File: src/design/itd_pkg.sv
package itd_pkg;

	// Clock and time base
	localparam int CLK_PERIOD_NS = 10;
	localparam int TENTH_MS_NS = 100000;
	localparam int ONE_MS_NS = 1000000;
	localparam int TENTH_MS_CYCLES = TENTH_MS_NS / CLK_PERIOD_NS;
	localparam int ONE_MS_CYCLES = ONE_MS_NS / CLK_PERIOD_NS;
	localparam int TENTHS_PER_MS = ONE_MS_NS / TENTH_MS_NS;

	// Power-off window and overrun limit, in ms; overrun also in 0.1 ms
	localparam logic [3:0] PO_WINDOW_MS = 4'ha;
	localparam int OVERRUN_MS = 10;
	localparam logic [15:0] OVERRUN_TENTHS = 16'(OVERRUN_MS * TENTHS_PER_MS);

	// Word offsets of the memory-mapped words
	localparam logic [8:0] ADDR_PO_SETUP = 9'h0e1;
	localparam logic [8:0] ADDR_ERR_TASK = 9'h1aa;
	localparam logic [8:0] ADDR_MAX_TIME = 9'h1b8;
	localparam logic [8:0] ADDR_MAX_TASK = 9'h1b9;

	// Field positions and reset values
	localparam int PO_EN_BIT = 15;
	localparam int PO_DELAY_LSB = 0;
	localparam int PO_DELAY_W = 8;
	localparam logic [7:0] PO_DELAY_MAX = 8'h0a;
	localparam int TASK_MARK_BIT = 15;
	localparam int ERR_KIND_BIT = 15;
	localparam logic [15:0] PO_SETUP_RESET = 16'h0000;
	localparam logic [15:0] WORD_RESET = 16'h0000;

	// Task numbering
	localparam logic [7:0] TASK_POWER_OFF = 8'h01;
	localparam logic [7:0] TASK_SCHED_BASE = 8'h02;
	localparam logic [7:0] TASK_PIN_BASE = 8'h64;
	localparam int PIN_COUNT = 32;
	localparam int SCHED_COUNT = 2;
	localparam int EXT_COUNT = 256;

	// Dispatcher states
	typedef enum logic [1:0] {
		ST_IDLE = 2'b00,
		ST_RUN = 2'b01,
		ST_PWR = 2'b10,
		ST_HALT = 2'b11
	} itd_state_type;

	// Unit refresh, read or write issued from an interrupt task
	typedef struct packed {
		logic valid;
		logic unit_busy;
		logic [11:0] unit;
	} itd_op_type;

	// Task handed to the execution engine
	typedef struct packed {
		logic valid;
		logic power_off;
		logic [7:0] task_num;
	} itd_disp_type;

endpackage : itd_pkg

File: src/design/itd_dispatcher.sv
`timescale 1ns/1ps
module itd_dispatcher
	import itd_pkg::*;
#(
	parameter int MS_CYC = ONE_MS_CYCLES,
	parameter int TENTH_CYC = TENTH_MS_CYCLES
) (
	// Clock, reset and freeze
	input wire logic clk,
	input wire logic rst_n,
	input wire logic ce,
	// Memory word access
	input wire logic [8:0] mem_addr,
	input wire logic mem_wr,
	input wire logic [15:0] mem_wdata,
	output logic [15:0] mem_rdata,
	// Setup and operating control
	input wire logic err_detect_disable,
	input wire logic run_start,
	// Interrupt sources
	input wire logic power_fail_pin,
	input wire logic [PIN_COUNT-1:0] io_req_pin,
	input wire logic [SCHED_COUNT-1:0] sched_req,
	input wire logic ext_req,
	input wire logic [7:0] ext_task,
	// Task execution engine
	input wire logic task_done,
	input wire logic clear_pending_irq_op,
	input wire logic [7:0] clear_task,
	input wire itd_op_type unit_op,
	input wire logic legacy_refresh,
	output itd_disp_type disp,
	output logic abort,
	output logic po_terminate,
	output logic cpu_reset,
	output logic op_ack,
	output logic op_refused,
	output logic irq_task_error_flag
);

	logic [1:0] rst_sync_q;
	logic rst_i_n;
	logic pf_m_q, pf_s_q;
	logic [PIN_COUNT-1:0] io_m_q, io_s_q, io_prev_q;
	logic [15:0] setup_q, err_word_q, max_time_q, max_task_q, rdata_q;
	itd_state_type state_q;
	logic [7:0] cur_task_q;
	itd_disp_type disp_q;
	logic abort_q, term_q, cpu_reset_q, ack_q, refused_q, flag_q;
	logic [EXT_COUNT-1:0] ext_pend_q;
	logic [PIN_COUNT-1:0] pin_pend_q;
	logic [SCHED_COUNT-1:0] sch_pend_q;
	logic [16:0] ms_pre_q;
	logic [7:0] ms_cnt_q;
	logic [13:0] tenth_pre_q;
	logic [15:0] elapsed_q;
	logic ovr_done_q;
	logic busy, ms_run, po_recog, po_expire, dispatch_go, err_en;
	logic overrun, conflict, done_evt, any_pend;
	logic [7:0] delay_code, sel_task;
	logic [3:0] po_limit;
	logic pin_found, ext_found, sch_found;
	logic [4:0] pin_idx;
	logic [7:0] ext_idx;
	logic [0:0] sch_idx;

	// Reset release through two flops; ce freezes it like all other state
	always_ff @(posedge clk or negedge rst_n) begin
		if (!rst_n) begin
			rst_sync_q <= 2'b00;
		end else if (ce) begin
			rst_sync_q <= {rst_sync_q[0], 1'b1};
		end
	end
	assign rst_i_n = rst_sync_q[1];

	// Pin synchronisers; edge detect looks only at the second stage
	always_ff @(posedge clk or negedge rst_i_n) begin
		if (!rst_i_n) begin
			pf_m_q <= 1'b0;
			pf_s_q <= 1'b0;
			io_m_q <= '0;
			io_s_q <= '0;
			io_prev_q <= '0;
		end else if (ce) begin
			pf_m_q <= power_fail_pin;
			pf_s_q <= pf_m_q;
			io_m_q <= io_req_pin;
			io_s_q <= io_m_q;
			io_prev_q <= io_s_q;
		end
	end

	// Delay codes above the documented top are clamped to 10 ms
	assign delay_code = (setup_q[PO_DELAY_LSB +: PO_DELAY_W] > PO_DELAY_MAX) ?
		PO_DELAY_MAX : setup_q[PO_DELAY_LSB +: PO_DELAY_W];
	assign po_limit = PO_WINDOW_MS - delay_code[3:0];
	assign busy = (state_q == ST_RUN) || (state_q == ST_PWR);
	assign err_en = !err_detect_disable;

	// Power loss counts only after the extra delay has run out
	assign po_recog = pf_s_q && ((state_q == ST_IDLE) ||
		(state_q == ST_RUN)) && (ms_cnt_q >= delay_code);
	assign po_expire = (state_q == ST_PWR) &&
		(ms_cnt_q >= {4'h0, po_limit});
	assign ms_run = (pf_s_q && !po_recog) || (state_q == ST_PWR);

	// Millisecond timer, shared by the delay and the power-off window
	always_ff @(posedge clk or negedge rst_i_n) begin
		if (!rst_i_n) begin
			ms_pre_q <= '0;
			ms_cnt_q <= '0;
		end else if (ce) begin
			if (!ms_run) begin
				ms_pre_q <= '0;
				ms_cnt_q <= '0;
			end else if (ms_pre_q == 17'(MS_CYC - 1)) begin
				ms_pre_q <= '0;
				if (ms_cnt_q != 8'hff) begin
					ms_cnt_q <= ms_cnt_q + 8'h01;
				end
			end else begin
				ms_pre_q <= ms_pre_q + 17'h00001;
			end
		end
	end

	// Priority encoders, one per source
	itd_lowest_first #(.W(PIN_COUNT), .IW(5)) u_pin_enc (
		.req(pin_pend_q),
		.found(pin_found),
		.idx(pin_idx)
	);
	itd_lowest_first #(.W(EXT_COUNT), .IW(8)) u_ext_enc (
		.req(ext_pend_q),
		.found(ext_found),
		.idx(ext_idx)
	);
	itd_lowest_first #(.W(SCHED_COUNT), .IW(1)) u_sch_enc (
		.req(sch_pend_q),
		.found(sch_found),
		.idx(sch_idx)
	);

	// Source order pin, external, scheduled; lowest number within each
	always_comb begin
		sel_task = TASK_SCHED_BASE + {7'h00, sch_idx};
		if (pin_found) begin
			sel_task = TASK_PIN_BASE + {3'h0, pin_idx};
		end else if (ext_found) begin
			sel_task = ext_idx;
		end
	end
	assign any_pend = pin_found || ext_found || sch_found;
	// No nesting: a new task is taken only from idle
	assign dispatch_go = (state_q == ST_IDLE) && any_pend && !po_recog;

	// Pending bits per task; a request for the running task is dropped
	genvar g;
	generate
		for (g = 0; g < EXT_COUNT; g++) begin : g_ext
			always_ff @(posedge clk or negedge rst_i_n) begin
				if (!rst_i_n) begin
					ext_pend_q[g] <= 1'b0;
				end else if (ce) begin
					if (run_start ||
						(dispatch_go && sel_task == 8'(g))) begin
						ext_pend_q[g] <= 1'b0;
					end else if (ext_req && ext_task == 8'(g) &&
						!(busy && cur_task_q == 8'(g))) begin
						ext_pend_q[g] <= 1'b1;
					end
				end
			end
		end
		for (g = 0; g < PIN_COUNT; g++) begin : g_pin
			always_ff @(posedge clk or negedge rst_i_n) begin
				if (!rst_i_n) begin
					pin_pend_q[g] <= 1'b0;
				end else if (ce) begin
					if (run_start || (dispatch_go &&
						sel_task == TASK_PIN_BASE + 8'(g))) begin
						pin_pend_q[g] <= 1'b0;
					end else if (io_s_q[g] && !io_prev_q[g] && !(busy &&
						cur_task_q == TASK_PIN_BASE + 8'(g))) begin
						pin_pend_q[g] <= 1'b1;
					end else if (clear_pending_irq_op && busy &&
						clear_task == TASK_PIN_BASE + 8'(g)) begin
						pin_pend_q[g] <= 1'b0;
					end
				end
			end
		end
		for (g = 0; g < SCHED_COUNT; g++) begin : g_sch
			always_ff @(posedge clk or negedge rst_i_n) begin
				if (!rst_i_n) begin
					sch_pend_q[g] <= 1'b0;
				end else if (ce) begin
					if (run_start || (dispatch_go &&
						sel_task == TASK_SCHED_BASE + 8'(g))) begin
						sch_pend_q[g] <= 1'b0;
					end else if (sched_req[g] && !(busy &&
						cur_task_q == TASK_SCHED_BASE + 8'(g))) begin
						sch_pend_q[g] <= 1'b1;
					end
				end
			end
		end
	endgenerate

	// Dispatch state machine; power-off pre-empts and never returns
	always_ff @(posedge clk or negedge rst_i_n) begin
		if (!rst_i_n) begin
			state_q <= ST_IDLE;
			cur_task_q <= 8'h00;
			disp_q <= '0;
			abort_q <= 1'b0;
			term_q <= 1'b0;
			cpu_reset_q <= 1'b0;
		end else if (ce) begin
			abort_q <= 1'b0;
			term_q <= 1'b0;
			case (state_q)
				ST_IDLE, ST_RUN: begin
					if (po_recog) begin
						abort_q <= (state_q == ST_RUN);
						if (setup_q[PO_EN_BIT]) begin
							state_q <= ST_PWR;
							cur_task_q <= TASK_POWER_OFF;
							disp_q <= '{1'b1, 1'b1, TASK_POWER_OFF};
						end else begin
							state_q <= ST_HALT;
							disp_q <= '0;
						end
					end else if (state_q == ST_IDLE && dispatch_go) begin
						state_q <= ST_RUN;
						cur_task_q <= sel_task;
						disp_q <= '{1'b1, 1'b0, sel_task};
					end else if (state_q == ST_RUN && task_done) begin
						state_q <= ST_IDLE;
						disp_q <= '0;
					end
				end
				ST_PWR: begin
					if (task_done || po_expire) begin
						term_q <= po_expire && !task_done;
						state_q <= ST_HALT;
						disp_q <= '0;
					end
				end
				ST_HALT: begin
					cpu_reset_q <= 1'b1;
				end
				default: begin
					state_q <= ST_IDLE;
				end
			endcase
		end
	end

	// Task duration in 0.1 ms units, restarted at each dispatch
	always_ff @(posedge clk or negedge rst_i_n) begin
		if (!rst_i_n) begin
			tenth_pre_q <= '0;
			elapsed_q <= '0;
		end else if (ce) begin
			if (dispatch_go || po_recog) begin
				tenth_pre_q <= '0;
				elapsed_q <= '0;
			end else if (busy) begin
				if (tenth_pre_q == 14'(TENTH_CYC - 1)) begin
					tenth_pre_q <= '0;
					// Saturates rather than wrapping into a false short time
					if (elapsed_q != 16'hffff) begin
						elapsed_q <= elapsed_q + 16'h0001;
					end
				end else begin
					tenth_pre_q <= tenth_pre_q + 14'h0001;
				end
			end
		end
	end

	// Longest time and its task; start of operation clears, events win
	assign done_evt = busy && (task_done || po_expire);
	always_ff @(posedge clk or negedge rst_i_n) begin
		if (!rst_i_n) begin
			max_time_q <= WORD_RESET;
			max_task_q <= WORD_RESET;
		end else if (ce) begin
			if (run_start) begin
				max_time_q <= WORD_RESET;
				max_task_q <= WORD_RESET;
			end
			if (dispatch_go || po_recog) begin
				max_task_q[TASK_MARK_BIT] <= 1'b1;
			end
			if (done_evt && (elapsed_q > max_time_q ||
				max_time_q == WORD_RESET)) begin
				max_time_q <= elapsed_q;
				max_task_q <= {1'b1, 7'h00, cur_task_q};
			end
		end
	end

	// Overrun is flagged once per task; a conflict takes precedence
	assign overrun = busy && legacy_refresh && !ovr_done_q &&
		(elapsed_q > OVERRUN_TENTHS);
	assign conflict = busy && unit_op.valid && unit_op.unit_busy;
	always_ff @(posedge clk or negedge rst_i_n) begin
		if (!rst_i_n) begin
			ovr_done_q <= 1'b0;
			flag_q <= 1'b0;
			err_word_q <= WORD_RESET;
			ack_q <= 1'b0;
			refused_q <= 1'b0;
		end else if (ce) begin
			ack_q <= unit_op.valid;
			refused_q <= conflict;
			if (dispatch_go || po_recog) begin
				ovr_done_q <= 1'b0;
			end else if (overrun) begin
				ovr_done_q <= 1'b1;
			end
			if (run_start) begin
				flag_q <= 1'b0;
				err_word_q <= WORD_RESET;
			end
			if (err_en && conflict) begin
				flag_q <= 1'b1;
				err_word_q <= {1'b1, 3'h0, unit_op.unit};
			end else if (err_en && overrun) begin
				flag_q <= 1'b1;
				err_word_q <= {1'b0, 7'h00, cur_task_q};
			end
		end
	end

	// Setup word write and registered read-back; unmapped reads give zero
	always_ff @(posedge clk or negedge rst_i_n) begin
		if (!rst_i_n) begin
			setup_q <= PO_SETUP_RESET;
			rdata_q <= WORD_RESET;
		end else if (ce) begin
			if (mem_wr && mem_addr == ADDR_PO_SETUP) begin
				setup_q <= mem_wdata;
			end
			case (mem_addr)
				ADDR_PO_SETUP: rdata_q <= setup_q;
				ADDR_ERR_TASK: rdata_q <= err_word_q;
				ADDR_MAX_TIME: rdata_q <= max_time_q;
				ADDR_MAX_TASK: rdata_q <= max_task_q;
				default: rdata_q <= WORD_RESET;
			endcase
		end
	end

	// Outputs straight from flops
	assign mem_rdata = rdata_q;
	assign disp = disp_q;
	assign abort = abort_q;
	assign po_terminate = term_q;
	assign cpu_reset = cpu_reset_q;
	assign op_ack = ack_q;
	assign op_refused = refused_q;
	assign irq_task_error_flag = flag_q;

endmodule : itd_dispatcher

File: src/design/itd_lowest_first.sv
`timescale 1ns/1ps
module itd_lowest_first #(
	parameter int W = 32,
	parameter int IW = 5
) (
	// Request vector
	input wire logic [W-1:0] req,
	// Lowest set position
	output logic found,
	output logic [IW-1:0] idx
);

	// Scan from the top so the lowest set bit is written last
	always_comb begin
		found = |req;
		idx = '0;
		for (int i = W - 1; i >= 0; i--) begin
			if (req[i]) begin
				idx = IW'(i);
			end
		end
	end

endmodule : itd_lowest_first

File: config.mk
export PLATFORM = sky130hd
export DESIGN_NAME = itd_dispatcher
export DESIGN_NICKNAME = d
export VERILOG_FILES = /design/src/design/itd_pkg.sv /design/src/design/itd_dispatcher.sv /design/src/design/itd_lowest_first.sv
export SDC_FILE = /design/constraint.sdc
export NUM_CORES = 2
export LEC_CHECK = 0
export BUFFER_PORTS_ARGS = -buffer_cell sky130_fd_sc_hd__buf_2
export CAP_MARGIN = 0
export CORE_MARGIN = 2
export CORE_UTILIZATION = 40
export DETAILED_ROUTE_END_ITERATION = 8
export GPL_ROUTABILITY_DRIVEN = 0
export PLACE_DENSITY_LB_ADDON = 0.3
export REMOVE_ABC_BUFFERS = 1
export SLEW_MARGIN = 30
export SYNTH_ARGS = -nofsm -noshare
export SYNTH_HDL_FRONTEND = slang
export SYNTH_SLANG_ARGS = --single-unit
File: constraint.sdc
create_clock -name clk -period 15.95 [get_ports clk]
set_input_delay 3.9875 -clock clk [delete_from_list [all_inputs] [get_ports clk]]
set_output_delay 3.9875 -clock clk [all_outputs]
set_load 0.01 [all_outputs]
==> flow_summary.ini <==
[floorplanning]
coreArea_um2 = 75700
dieArea_um2 = 78400
dieHeight_um = 280
die_w_um = 280
num_rows = 101
initial_core_util_pct = 40.2
ios = 132

[global_route]
grt_pass1_wl_mm = 179
grt_util_all_layers_pct = 29.8
grt_pass1_vias = 27835
overflow = 0
grt_max_degree = 150
antenna_found_initial = 4

[logic_synthesis]
synth-seq-area-share_pct = 44.5
synth_area_leader_cell = dfrtp_1
synth_area_um2 = 30500
ys_types = 89
postSynth.asyncResetShare_pct = 100
synth.top_cells.by_area = dfrtp_1 (45%), a211oi_1 (7.3%), o21ai_0 (5.3%)
synth_seq_cells = 542
synthCells = 3421
ys.flop_type = dfrtp_1
synth-edff-count = 0
ys.warnings.count = 0
ys_top_cells_by_count = dfrtp_1 (542), o21ai_0 (323), nand2_1 (300), a211oi_1 (298), a21oi_1 (286)
synth_top_area_share_pct = 44.5
yosysMostFrequentCell = dfrtp_1
synth.avg_cell_area_um2 = 8.91

[worst_setup_path]
startpoint_type = primary input
r2r-start = ext_pend_q[25]$_DFFE_PN0P_
crit_arrival_ns = 6.89
cp_max_fo = 135
crit_required_ns = 16.43
r2r-end = ext_pend_q[3]$_DFFE_PN0P_
worstSetupPathType = in2reg
cp_slowest_stage_delay_ns = 1.07
cpMaxStageDelayCell = nor3_1
path_depth = 5
worst-r2r-setup-slack_ns = 10.19
cp_cell_sequence = buf_6 > buf_12 > nand4_2 > nor3_1 > a211oi_1
end_kind = register
reg2reg_depth = 9
cp_top_family = simple AND/OR/NAND/NOR gates
cp_num_buf_inv = 2

[sta]
finalMaxSlewViolations = 0
rsz0062_at_grt = no
holdWs_ns = 0.417
finClkSkew_ns = 0.0252
timing.setup.tns_ns = 0
worst_slack_ns = 9.54
setup_violations = 0
hold_violations = 0
tightest_slew_ns = 1.15
relSlewSlack_pct = 22.6
fmax_mhz = 156
finalCritPeriodShare_pct = 40.2
period_needed_ns = 6.41

[detailed_routing]
via_per_inst = 6.65
drt_wl_total_mm = 120
via_count = 29989
drtIter0Drc = 4618
drc = 0
wl_per_cell_um = 26.5
antenna_left = 0
dr.pass1.iters = 7

[clocking]
cts_made_buffers = 59
cts_tree = yes
cts.path.max_buffers = 3
cts_resized = 0
hold_buffers = 0
cts-root-buf = clkbuf_16
ctsHtreeMaxLevel = 2
cts.sink_count = 542
cts_setup_buffers = 0
clkLatencyLatePin_ns = 0.66
cts.clk_slew.worst_paths_ns = 0.07

[pwr]
p_sw_share_pct = 30.7
pwr-share-seq_pct = 42.9
p_switching_mw = 1.06
combinationalPowerShare_pct = 15.3
p_leak_nw = 14.1
cell_internal_pwr_mw = 2.40
max-vdd-ir-drop_v = 0.0000817
powerDensity_nw_per_um2 = 100
clkPwrFrac_pct = 41.8

[placement]
pre_cts_ws_ns = 9.14
dp_hpwl_mm = 80.3
io_buffers = 131
dpl.cell_count = 4396

[run_status]
status = complete, no violations

[final_layout]
fin_cells = 4513
syn_to_final_growth_pct = 13.1
drive_above_1_share_pct = 13.7
nets = 3619

[min_path]
worstHoldPathType = reg2async

[flow_run]
maxCapViolations = 0
==> kinds of logic after synthesis <==
| family | synth area share (%) |
|---|---|
| AO/OA/AOI/OAI | 26.4 |
| AND/OR/NAND/NOR | 18.2 |
| flip-flops | 44.5 |
| buffers and inverters | 4.29 |
| multiplexers | 4.02 |
| adder cells (fa/ha/maj) | 1.60 |
| XOR/XNOR | 0.949 |
| other | 0.0123 |
==> cell type report <==
cell class / count / area (um2)
Clock inverter: 31 / 363
Antenna cell: 6 / 15.0
Clock buffer: 79 / 1660
Multi-Input combinational cell: 2549 / 15900
Sequential cell: 542 / 13600
Timing Repair Buffer: 191 / 1170
Inverter: 137 / 514
Fill cell: 7252 / 41300
Tap cell: 978 / 1220
==> how the worst max path moves through the flow <==
| stage | slack [ns] | startpoint | to |
|---|---|---|---|
| after global placement | 8.90 | ce | ext_pend_q[207]$_DFFE_PN0P_ |
| final | 9.54 | ce | ext_pend_q[3]$_DFFE_PN0P_ |
| after CTS | 9.83 | ce | sch_pend_q[1]$_DFFE_PN0P_ |
| after floorplan | -0.29 | rst_sync_q[1]$_DFFE_PN0P_ | abort$_DFFE_PN0P_ |
| after detailed placement | 9.14 | ce | sch_pend_q[0]$_DFFE_PN0P_ |
| after global routing | 9.57 | ce | sch_pend_q[1]$_DFFE_PN0P_ |
==> state kept, by name, summed over array words and instances (netlist names), 2 cells and up <==
signal / cells
ext_pend_q: 256
io_m_q: 32
io_prev_q: 32
io_s_q: 32
pin_pend_q: 32
ms_pre_q: 17
elapsed_q: 16
max_time_q: 16
mem_rdata: 16
setup_q: 16
tenth_pre_q: 14
err_word_q: 13
disp: 10
max_task_q: 9
cur_task_q: 8
ms_cnt_q: 8
rst_sync_q: 2
sch_pend_q: 2
state_q: 2
==> power groups by stage <==
stage / Clock (mW) / Combinational (mW) / Sequential, mW
floorplan: 0 / 0.274 / 1.49
global placement: 0 / 0.494 / 1.50
detailed placement: 0 / 0.498 / 1.50
CTS: 1.45 / 0.499 / 1.48
global route: 1.51 / 0.543 / 1.49
finish: 1.44 / 0.530 / 1.48
==> cell usage in the layout (no fill, tap or decap), drive strengths merged, types with 75 or more instances in the layout <==
cell,netlist,routed
nor2,263,263
nor4,120,120
a211oi,298,298
mux2,84,84
buf,49,191
nand2,300,300
a31oi,97,97
inv,137,139
o21ai,329,329
clkbuf,147,79
dfrtp,542,542
a21oi,287,287
nor3,121,121
nand3,75,75
==> metal layers <==
metal | vias to the layer above | part of all wire, % | global-route usage (%)
met4 | 2 | 5.5 | 14.3
met5 | - | 0.0084 | 0
met2 | 1957 | 42 | 42.8
met1 | 14539 | 40 | 41.0
li1 | 13073 | - | -
met3 | 418 | 12 | 8.79
==> metrics by stage <==
stage | power [mW] | area (um2) | util [%]
finish | 3.46 | 34400 | 45.5
global placement | 2.00 | 32200 | 42.6
global route | 3.54 | 34400 | 45.5
floorplan | 1.76 | 29700 | -
detailed placement | 2.00 | 32300 | 42.7
CTS | 3.43 | 34400 | 45.4
Note: power is estimated with default switching activity, not from simulation.
